<file path="src/gpio_params.svh">
// Constants of the pin configuration and interrupt bank.
// Assumes a 50 MHz system clock; included by bare name.
`ifndef GPIO_PARAMS_SVH
`define GPIO_PARAMS_SVH

// Register offsets on the internal register port
`define OFF_PIN_STATE_LOW 8'h00
`define OFF_PIN_STATE_HIGH 8'h01
`define OFF_PIN_DIRECTION_LOW 8'h06
`define OFF_PIN_DIRECTION_HIGH 8'h07
`define OFF_PULLUP_ENABLE_LOW 8'h08
`define OFF_PULLUP_ENABLE_HIGH 8'h09
`define OFF_IRQ_ENABLE_LOW 8'h0a
`define OFF_IRQ_ENABLE_HIGH 8'h0b
`define OFF_HIZ_CONTROL_LOW 8'h0c
`define OFF_HIZ_CONTROL_HIGH 8'h0d
`define OFF_IRQ_STATUS_LOW 8'h0e
`define OFF_IRQ_STATUS_HIGH 8'h0f
`define OFF_RISE_IRQ_ENABLE_LOW 8'h10
`define OFF_RISE_IRQ_ENABLE_HIGH 8'h11
`define OFF_FALL_IRQ_ENABLE_LOW 8'h12
`define OFF_FALL_IRQ_ENABLE_HIGH 8'h13
`define OFF_GLITCH_FILTER_ENABLE_LOW 8'h14
`define OFF_GLITCH_FILTER_ENABLE_HIGH 8'h15

// Reset values of one byte-wide register half, and the read value of unmapped offsets
`define RST_PIN_DIRECTION 8'hff
`define RST_GLITCH_FILTER 8'hff
`define RST_CLEARED 8'h00
`define READ_UNMAPPED 8'h00

// Glitch filter timing
`define CLK_PERIOD_NS 20
`define FILT_REJECT_NS 225
`define FILT_ACCEPT_NS 1075
// Least time rounded up, plus one sample so that a pulse just under the
// reject time can never be seen on enough samples to pass
`define FILT_CYCLES \
   ((`FILT_REJECT_NS + `CLK_PERIOD_NS - 1) / `CLK_PERIOD_NS + 1)

`endif

</file>
<file path="src/gpio_pkg.sv">
// Types shared by the pin configuration and interrupt bank.
// Assumes 16 pins split in a low and a high byte.
package gpio_pkg;
   typedef logic [7:0] reg_byte_t;
   typedef logic [15:0] pin_vec_t;
   // Which byte half of a per-pin register pair an access hits
   typedef enum {HALF_NONE, HALF_LOW, HALF_HIGH} half_sel_t;
endpackage : gpio_pkg

</file>
<file path="src/gpio_irq_if.sv">
// Bundle between the register file and the interrupt detector.
// Assumes one clock domain; both sides on clk_sys.
`timescale 1ns/100ps
interface gpio_irq_if;
   import gpio_pkg::*;
   pin_vec_t dir_input;
   pin_vec_t irq_en;
   pin_vec_t rise_en;
   pin_vec_t fall_en;
   pin_vec_t pins;
   pin_vec_t state_rd;
   pin_vec_t status;
   modport ctrl (output dir_input, irq_en, rise_en, fall_en, pins,
      state_rd, input status);
   modport irq (input dir_input, irq_en, rise_en, fall_en, pins,
      state_rd, output status);
endinterface : gpio_irq_if

</file>
<file path="src/gpio_pin_config_irq_bank.sv">
// Per-pin configuration and interrupt bank of a 16-pin I/O expander.
// Assumes a serial framer outside that turns host frames into
// one-cycle register reads and writes on the port below.
//
// Contract
// Direction bit 0 drives the pin as output, 1 makes it input.
// After reset every pin is an input.
// Low register: MSB pin 7, LSB pin 0; high: MSB 15, LSB 8.
// Pull-up bit 1 enables the pin pull-up, 0 disables it.
// An input interrupts only when its interrupt enable bit is 1.
// After reset all interrupt enable bits are cleared.
// A pin configured as output never interrupts.
// Three-state bit 1 puts the output pin in high impedance.
// Read-only status bits are set for inputs that interrupted.
// Rising-edge enable 1 makes the input interrupt on rising edges.
// Falling-edge enable 1 makes the input interrupt on falling edges.
// Filter enable registers reset to all ones.
// Filtered pulses longer than 1075 ns can raise an interrupt.
// Filtered pulses shorter than 225 ns never raise an interrupt.
// Filter enable bit 0 turns that pin's filter off.
// Unfiltered, any input change can raise an interrupt.
// Reading a state register clears pending interrupts of its pins.
// Both edge bits 0: either edge; clear on read or return to level.
// Interrupt line is low while any status bit is set.
// Host reads status, then state registers, to find and clear.
`timescale 1ns/100ps
`include "gpio_params.svh"
module gpio_pin_config_irq_bank
   import gpio_pkg::*;
#(
   parameter int FILT_CYCLES = `FILT_CYCLES
)
(
   // Clock and reset
   input wire logic clk_sys,
   input wire logic rst_n,
   // Register port from the serial framer
   input wire logic [7:0] reg_addr,
   input wire logic reg_wr,
   input wire logic reg_rd,
   input wire logic [7:0] reg_wdata,
   output logic [7:0] reg_rdata,
   // Output levels kept by the output level registers
   input wire logic [15:0] out_level,
   // Pins
   input wire logic [15:0] pin_in,
   output logic [15:0] pin_out,
   output logic [15:0] pin_oe,
   output logic [15:0] pullup_en,
   // Open-drain interrupt line
   output logic irq_n_out,
   output logic irq_n_oe
);
   pin_vec_t pin_direction;
   pin_vec_t pullup_enable;
   pin_vec_t irq_enable;
   pin_vec_t hiz_control;
   pin_vec_t rise_irq_enable;
   pin_vec_t fall_irq_enable;
   pin_vec_t glitch_filter_enable;
   pin_vec_t next_pin_direction;
   pin_vec_t next_pullup_enable;
   pin_vec_t next_irq_enable;
   pin_vec_t next_hiz_control;
   pin_vec_t next_rise_irq_enable;
   pin_vec_t next_fall_irq_enable;
   pin_vec_t next_glitch_filter_enable;
   pin_vec_t filtered;
   pin_vec_t state_rd;
   reg_byte_t next_reg_rdata;
   logic [15:0] next_pin_out;
   logic [15:0] next_pin_oe;
   logic next_irq_n_oe;

   gpio_irq_if irq_bus ();

   // Which half of a register pair an offset names, if any
   function automatic half_sel_t pair_half(input logic [7:0] addr,
      input logic [7:0] low_off);
      half_sel_t h;
      h = HALF_NONE;
      if (addr == low_off)
      begin
         h = HALF_LOW;
      end
      else if (addr == low_off + 8'h01)
      begin
         h = HALF_HIGH;
      end
      return h;
   endfunction : pair_half

   // Replace one byte of a pin vector; low byte is pins 7..0
   function automatic pin_vec_t put_half(input pin_vec_t old,
      input half_sel_t h, input reg_byte_t data);
      pin_vec_t v;
      v = old;
      case (h)
         HALF_LOW: v[7:0] = data;
         HALF_HIGH: v[15:8] = data;
         default: v = old;
      endcase
      return v;
   endfunction : put_half

   // Pick the byte of a pin vector that a read returns
   function automatic reg_byte_t get_half(input pin_vec_t v,
      input half_sel_t h);
      reg_byte_t b;
      case (h)
         HALF_LOW: b = v[7:0];
         HALF_HIGH: b = v[15:8];
         default: b = `READ_UNMAPPED;
      endcase
      return b;
   endfunction : get_half

   // Input filters; bypassed pins see the raw level
   glitch_filter #(
      .WIDTH(16),
      .CYCLES(FILT_CYCLES)
   ) u_filter (
      .clk_sys(clk_sys),
      .rst_n(rst_n),
      .raw(pin_in),
      .enable(glitch_filter_enable),
      .clean(filtered)
   );

   // Interrupt edge detection and sticky status
   irq_detect u_irq (
      .clk_sys(clk_sys),
      .rst_n(rst_n),
      .bus(irq_bus.irq)
   );

   // Feed the detector
   assign irq_bus.dir_input = pin_direction;
   assign irq_bus.irq_en = irq_enable;
   assign irq_bus.rise_en = rise_irq_enable;
   assign irq_bus.fall_en = fall_irq_enable;
   assign irq_bus.pins = filtered;
   assign irq_bus.state_rd = state_rd;

   // A state read clears only the eight pins of the half it covers
   always_comb
   begin
      state_rd = '0;
      if (reg_rd)
      begin
         case (pair_half(reg_addr, `OFF_PIN_STATE_LOW))
            HALF_LOW: state_rd[7:0] = 8'hff;
            HALF_HIGH: state_rd[15:8] = 8'hff;
            default: state_rd = '0;
         endcase
      end
   end

   // Register writes; status and state offsets ignore writes
   always_comb
   begin
      next_pin_direction = pin_direction;
      next_pullup_enable = pullup_enable;
      next_irq_enable = irq_enable;
      next_hiz_control = hiz_control;
      next_rise_irq_enable = rise_irq_enable;
      next_fall_irq_enable = fall_irq_enable;
      next_glitch_filter_enable = glitch_filter_enable;
      if (reg_wr)
      begin
         next_pin_direction = put_half(pin_direction,
            pair_half(reg_addr, `OFF_PIN_DIRECTION_LOW), reg_wdata);
         next_pullup_enable = put_half(pullup_enable,
            pair_half(reg_addr, `OFF_PULLUP_ENABLE_LOW), reg_wdata);
         next_irq_enable = put_half(irq_enable,
            pair_half(reg_addr, `OFF_IRQ_ENABLE_LOW), reg_wdata);
         next_hiz_control = put_half(hiz_control,
            pair_half(reg_addr, `OFF_HIZ_CONTROL_LOW), reg_wdata);
         next_rise_irq_enable = put_half(rise_irq_enable,
            pair_half(reg_addr, `OFF_RISE_IRQ_ENABLE_LOW), reg_wdata);
         next_fall_irq_enable = put_half(fall_irq_enable,
            pair_half(reg_addr, `OFF_FALL_IRQ_ENABLE_LOW), reg_wdata);
         next_glitch_filter_enable = put_half(glitch_filter_enable,
            pair_half(reg_addr, `OFF_GLITCH_FILTER_ENABLE_LOW),
            reg_wdata);
      end
   end

   // Read data; unmapped offsets answer zero
   always_comb
   begin
      next_reg_rdata = `READ_UNMAPPED;
      if (reg_rd)
      begin
         next_reg_rdata =
            get_half(filtered, pair_half(reg_addr, `OFF_PIN_STATE_LOW))
            | get_half(pin_direction,
               pair_half(reg_addr, `OFF_PIN_DIRECTION_LOW))
            | get_half(pullup_enable,
               pair_half(reg_addr, `OFF_PULLUP_ENABLE_LOW))
            | get_half(irq_enable, pair_half(reg_addr, `OFF_IRQ_ENABLE_LOW))
            | get_half(hiz_control,
               pair_half(reg_addr, `OFF_HIZ_CONTROL_LOW))
            | get_half(irq_bus.status,
               pair_half(reg_addr, `OFF_IRQ_STATUS_LOW))
            | get_half(rise_irq_enable,
               pair_half(reg_addr, `OFF_RISE_IRQ_ENABLE_LOW))
            | get_half(fall_irq_enable,
               pair_half(reg_addr, `OFF_FALL_IRQ_ENABLE_LOW))
            | get_half(glitch_filter_enable,
               pair_half(reg_addr, `OFF_GLITCH_FILTER_ENABLE_LOW));
      end
   end

   // Pin drivers; an input or three-stated pin is never driven
   always_comb
   begin
      next_pin_out = out_level;
      next_pin_oe = ~pin_direction & ~hiz_control;
      next_irq_n_oe = |irq_bus.status;
   end

   // Register the configuration
   always_ff @(posedge clk_sys or negedge rst_n)
   begin
      if (!rst_n)
      begin
         pin_direction <= {`RST_PIN_DIRECTION, `RST_PIN_DIRECTION};
         pullup_enable <= {`RST_CLEARED, `RST_CLEARED};
         irq_enable <= {`RST_CLEARED, `RST_CLEARED};
         hiz_control <= {`RST_CLEARED, `RST_CLEARED};
         rise_irq_enable <= {`RST_CLEARED, `RST_CLEARED};
         fall_irq_enable <= {`RST_CLEARED, `RST_CLEARED};
         glitch_filter_enable <=
            {`RST_GLITCH_FILTER, `RST_GLITCH_FILTER};
      end
      else
      begin
         pin_direction <= next_pin_direction;
         pullup_enable <= next_pullup_enable;
         irq_enable <= next_irq_enable;
         hiz_control <= next_hiz_control;
         rise_irq_enable <= next_rise_irq_enable;
         fall_irq_enable <= next_fall_irq_enable;
         glitch_filter_enable <= next_glitch_filter_enable;
      end
   end

   // Register every output so the pads see no combinational glitches
   always_ff @(posedge clk_sys or negedge rst_n)
   begin
      if (!rst_n)
      begin
         reg_rdata <= '0;
         pin_out <= '0;
         pin_oe <= '0;
         pullup_en <= '0;
         irq_n_out <= 1'b0;
         irq_n_oe <= 1'b0;
      end
      else
      begin
         reg_rdata <= next_reg_rdata;
         pin_out <= next_pin_out;
         pin_oe <= next_pin_oe;
         pullup_en <= pullup_enable;
         irq_n_out <= 1'b0; // Open drain only ever pulls low
         irq_n_oe <= next_irq_n_oe;
      end
   end
endmodule : gpio_pin_config_irq_bank

</file>
<file path="src/glitch_filter.sv">
// Per-pin input glitch filter with a per-pin bypass.
// Assumes raw inputs already synchronous to clk_sys.
`timescale 1ns/100ps
`include "gpio_params.svh"
module glitch_filter
   import gpio_pkg::*;
#(
   parameter int WIDTH = 16,
   parameter int CYCLES = `FILT_CYCLES
)
(
   // Clock and reset
   input wire logic clk_sys,
   input wire logic rst_n,
   // Pins
   input wire logic [WIDTH-1:0] raw,
   input wire logic [WIDTH-1:0] enable,
   output logic [WIDTH-1:0] clean
);
   localparam int CW = $clog2(CYCLES + 1);
   localparam logic [CW-1:0] LAST = CW'(CYCLES - 1);

   logic loaded;

   // First sample after reset loads the pin level, so a pin idling high
   // shows no false rising edge once reset is released
   always_ff @(posedge clk_sys or negedge rst_n)
   begin
      if (!rst_n)
      begin
         loaded <= 1'b0;
      end
      else
      begin
         loaded <= 1'b1;
      end
   end

   genvar i;
   generate
      for (i = 0; i < WIDTH; i++)
      begin : g_pin
         logic [CW-1:0] count;
         logic [CW-1:0] next_count;
         logic next_clean;

         // A new level must hold for CYCLES samples before it passes
         always_comb
         begin
            next_count = '0;
            next_clean = clean[i];
            if (!enable[i] || !loaded)
            begin
               next_clean = raw[i];
            end
            else if (raw[i] != clean[i])
            begin
               if (count == LAST)
               begin
                  next_clean = raw[i];
               end
               else
               begin
                  next_count = count + 1'b1;
               end
            end
         end

         // Register the filter state
         always_ff @(posedge clk_sys or negedge rst_n)
         begin
            if (!rst_n)
            begin
               count <= '0;
               clean[i] <= 1'b0;
            end
            else
            begin
               count <= next_count;
               clean[i] <= next_clean;
            end
         end
      end
   endgenerate
endmodule : glitch_filter

</file>
<file path="src/irq_detect.sv">
// Edge detection and sticky interrupt status for every input pin.
// Assumes filtered pins and one-cycle state-read strobes per pin.
`timescale 1ns/100ps
module irq_detect
   import gpio_pkg::*;
(
   // Clock and reset
   input wire logic clk_sys,
   input wire logic rst_n,
   // Configuration, pins and status
   gpio_irq_if.irq bus
);
   pin_vec_t prev;
   pin_vec_t last_read;
   pin_vec_t status;
   logic primed;
   logic warm;
   pin_vec_t next_prev;
   pin_vec_t next_last_read;
   pin_vec_t next_status;
   pin_vec_t rise_ev;
   pin_vec_t fall_ev;
   pin_vec_t sel_ev;
   pin_vec_t revert;
   pin_vec_t allowed;

   // Pick edges by mode, set wins over every clear in the same cycle
   always_comb
   begin
      rise_ev = bus.pins & ~prev;
      fall_ev = ~bus.pins & prev;
      sel_ev = (bus.rise_en & ~bus.fall_en & rise_ev)
         | (bus.fall_en & ~bus.rise_en & fall_ev)
         | (~(bus.rise_en ^ bus.fall_en) & (rise_ev | fall_ev));
      allowed = bus.dir_input & bus.irq_en;
      // Either-edge mode with both edge bits 0 also clears when the pin is back at its read level
      revert = ~bus.rise_en & ~bus.fall_en & ~(bus.pins ^ last_read);
      next_status = (sel_ev & allowed & {16{primed}})
         | (status & ~(bus.state_rd | revert));
      next_status = next_status & allowed;
      next_prev = bus.pins;
      next_last_read = last_read;
      for (int i = 0; i < 16; i++)
      begin
         if (bus.state_rd[i] || !primed)
         begin
            next_last_read[i] = bus.pins[i];
         end
      end
   end

   // Register detector state; no edges are judged in the first two
   // cycles, while the filter still loads the pin levels after reset
   always_ff @(posedge clk_sys or negedge rst_n)
   begin
      if (!rst_n)
      begin
         prev <= '0;
         last_read <= '0;
         status <= '0;
         primed <= 1'b0;
         warm <= 1'b0;
      end
      else
      begin
         prev <= next_prev;
         last_read <= next_last_read;
         status <= next_status;
         warm <= 1'b1;
         primed <= warm;
      end
   end

   assign bus.status = status;
endmodule : irq_detect

</file>
<file path="config.mk">
export PLATFORM = sky130hd
export DESIGN_NAME = gpio_pin_config_irq_bank
export DESIGN_NICKNAME = d
export VERILOG_FILES = /design/src/gpio_pkg.sv /design/src/gpio_irq_if.sv /design/src/gpio_pin_config_irq_bank.sv /design/src/glitch_filter.sv /design/src/irq_detect.sv
export VERILOG_INCLUDE_DIRS = /design/src
export SDC_FILE = /design/constraint.sdc
export NUM_CORES = 1
export LEC_CHECK = 0
export BUFFER_PORTS_ARGS = -buffer_cell sky130_fd_sc_hd__clkbuf_2
export CAP_MARGIN = 5
export CORE_MARGIN = 3
export CORE_UTILIZATION = 47
export DETAILED_ROUTE_END_ITERATION = 10
export PLACE_DENSITY = 0.74
export SETUP_SLACK_MARGIN = 0.2
export SYNTH_ARGS = -nofsm -noshare
export SYNTH_HDL_FRONTEND = slang
export SYNTH_HIERARCHICAL = 1
export SYNTH_SLANG_ARGS = --single-unit
export TNS_END_PERCENT = 30
</file>
<file path="constraint.sdc">
create_clock -name clk_sys -period 1.9 [get_ports clk_sys]
set_input_delay 0.19 -clock clk_sys [delete_from_list [all_inputs] [get_ports clk_sys]]
set_output_delay 0.19 -clock clk_sys [all_outputs]
set_load 0.05 [all_outputs]
</file>
==> impl_metrics.csv <==
group,metric,value,unit
critical_path,worst_ep_arrival_time,1960,ps
synth,synth.area.mux_share,11.2,%
synth,synth_top_family_by_area,"multiplexers",
global_routing,grt_pass1_wl,63100,um
sta,rsz0062_at_grt,"false",
synth,synth_top_flop_cell,"dfrtp_1",
layout,layout-drive-gt1-share,29.8,%
critical_path,crit_required,2270,ps
drt,viasPerCell,5.76,
floorplanning,start_util,48.1,%
critical_path,setup.worst_path.class,"reg2reg",
drt,vias,10934,
power_and_ir_drop,power,15.0,mW
place,port_buffers,108,
global_routing,grt_max_degree,57,
sta,slew_headroom,64.3,%
power_and_ir_drop,power.density,836,nW/um2
clock_tree,ctsRootBufferMaster,"clkbuf_16",
synth,synthAdderAreaFrac,9.45,%
synth,synth_cell_types,64,
global_routing,grt_pass1_vias,11442,
layout,nNetsFinal,1641,
layout,fin_util,58.3,%
sta,setup_viol,0,
clock_tree,clk_path_buf_depth,3,
critical_path,worstPathMaxFanout,4,
drt,drt_iter0_markers,846,
synth,synthCells,1245,
floorplanning,die_area,33700,um2
floorplanning,core,30800,um2
synth,synthArstFlopShare,100,%
clock_tree,clk_pin_slew,60,ps
layout,final_cell_mix,"dfrtp_1 (268), inv_1 (116), mux2_2 (112), ha_1 (112), clkbuf_2 (107)",
drt,wirelength,39400,um
global_routing,antenna_found_initial,2,
sta,tightest_slew,531,ps
floorplanning,num_io_pins,110,
min_path,worst_hold_path_type,"in2reg",
synth,synth_edf_count,0,
drt,wl_per_cell,20.8,um
place,place_ws,-69.2,ps
floorplanning,rows,64,
layout,area.growth.synth_to_final,21.2,%
clock_tree,clk_latency,500,ps
drt,antenna_left,0,
power_and_ir_drop,power.leakage,8.43,nW
layout,fin_cells,1897,
clock_tree,post-cts-setup-buffer-count,0,
job,cap_violations,0,
critical_path,end_kind,"flop",
synth,yosys.area_share.simple,10.8,%
clock_tree,h-tree-depth,2,
global_routing,overflow,0,
floorplanning,die_h,184,um
critical_path,cp-start-kind,"flop",
clock_tree,cts_tree,"done",
sta,max_clock_freq,628,MHz
drt,drc,0,
synth,seq_area_frac_synth,50.9,%
synth,avgSynthCellArea,11.9,um2
sta,drv_slew,0,
synth,ys_ff_latch,300,
place,dpl.hpwl,28100,um
power_and_ir_drop,ir_worst_vdd,595,uV
sta,min_period,1590,ps
global_routing,track_usage,23.8,%
synth,synth-xor-area-share,3.78,%
synth,synth_compound_area_share,8.97,%
synth,syn-cell-area,14800,um2
status,outcome,"completed",
layout,antenna_cells,0,
place,gp_congestion,0.939,
clock_tree,cts.sinks,300,
sta,fin_skew,13.9,ps
drt,drtPass1Iterations,6,
place,dp_cells,1804,
layout,final_common_cell,"dfrtp_1",
floorplanning,die_w,184,um
sta,setup_slack,307,ps
synth,syn_nets,1409,
clock_tree,numCtsBuffers,34,
sta,tns,0,ps
synth,yosys_warnings,6,
sta,hold_viol_final,0,
sta,period_share,83.8,%
==> per-stage QoR <==
step	cell area (um2)	hold WS (ps)
2_1_floorplan	14800	-106
3_3_place_gp	16500	179
3_5_place_dp	16500	168
4_1_cts	18000	77.1
5_1_grt	18000	122
6_report	18000	99.2
==> final timing paths <==
check	start	endpoint	slack, ps	cells after the start
min reg2reg	u_irq/warm$_DFF_PN0_	u_irq/primed$_DFF_PN0_	350	0
min	reg_wdata[5]	glitch_filter_enable[13]$_DFFE_PN1P_	100	3
max reg2reg	irq_bus.rise_en[10]$_DFFE_PN0P_	reg_rdata[2]$_DFF_PN0_	310	5
min in group asynchronous	rst_n	u_filter/g_pin[12].count[3]$_DFF_PN0_	240	2
max	irq_bus.rise_en[10]$_DFFE_PN0P_	reg_rdata[2]$_DFF_PN0_	310	5
max in group asynchronous	rst_n	pullup_en[5]$_DFF_PN0_	920	3
==> what timing repair did <==
item,CTS,global route
resized for setup,0,0
hold buffers,33,0
endpoints found under the hold margin,78,0
==> cell families after synthesis <==
logic type,count (synthesis)
buffers and inverters,162
AO/OA/AOI/OAI,182
XOR/XNOR,64
other,3
AND/OR/NAND/NOR,280
flip-flops,300
adder cells (fa/ha/maj),112
multiplexers,142
==> synth_stat cells, types with 4 or more instances <==
master | instances | area, um2
a32oi_1 | 4 | 35.0
a221oi_1 | 11 | 96.3
ha_1 | 112 | 1400
buf_1 | 4 | 15.0
xor2_1 | 32 | 280
a22oi_1 | 27 | 203
mux2_1 | 8 | 90.1
dfrtp_1 | 268 | 6710
mux2i_1 | 5 | 50.1
o21ai_0 | 20 | 100
a22o_1 | 7 | 61.3
and4_1 | 17 | 149
nand4_1 | 27 | 169
mux2_2 | 112 | 1260
nor2b_1 | 5 | 31.3
nand2_1 | 26 | 97.6
and3_1 | 9 | 56.3
clkbuf_1 | 14 | 52.6
buf_2 | 14 | 70.1
nor2_4 | 4 | 45.0
nor2_2 | 6 | 37.5
and2_1 | 6 | 37.5
a31oi_1 | 8 | 50.1
buf_6 | 9 | 101
mux2_4 | 16 | 240
o221ai_1 | 4 | 35.0
nor2_1 | 71 | 267
buf_4 | 4 | 30.0
xnor2_1 | 32 | 280
a21oi_1 | 38 | 190
dfstp_2 | 32 | 841
nand4b_1 | 16 | 140
a31o_2 | 6 | 52.6
inv_1 | 116 | 435
nand3_1 | 71 | 355
a31o_1 | 10 | 87.6
a41o_1 | 16 | 160
nor4_1 | 4 | 25.0
o22ai_1 | 7 | 43.8
==> layout make-up <==
class                           instances  area, um2
Fill cell                            2488      12900
Sequential cell                       300       7550
Multi-Input combinational cell        783       6580
Timing Repair Buffer                  241       1770
Clock buffer                           57       1090
Tap cell                              396        495
Inverter                              117        439
Clock inverter                          3       43.8
==> state kept, by name, indices dropped and copies added (netlist names), 16 cells and up <==
register / flops
u_irq/prev: 16
pin_oe: 16
hiz_control: 16
pullup_en: 16
u_irq/last_read: 16
glitch_filter_enable: 16
irq_bus.irq_en: 16
u_filter/clean: 16
u_irq/bus.status: 16
irq_bus.dir_input: 16
pin_out: 16
irq_bus.rise_en: 16
pullup_enable: 16
u_filter/g_pin.count: 64
fall_irq_enable: 16
==> critical path, stage by stage (launching register included) <==
cell and delay [ps]:
dfrtp_1 430, and3b_1 190, a31oi_1 140, o22ai_1 110
a221o_1 270, o31a_1 330
==> layer usage <==
layer	wire length [um]	track usage, %
met4	1320	8.65
met3	2890	3.88
met5	31	0
met1	16600	32.6
met2	18600	38.5
==> report_power, final <==
group	internal [mW]	switching (mW)	total (mW)	leakage (nW)
Clock	4.04	2.50	6.54	0.556
Combinational	0.567	0.946	1.51	4.06
Sequential	6.69	0.272	6.96	3.82
Power figures use the tool's default switching activity.
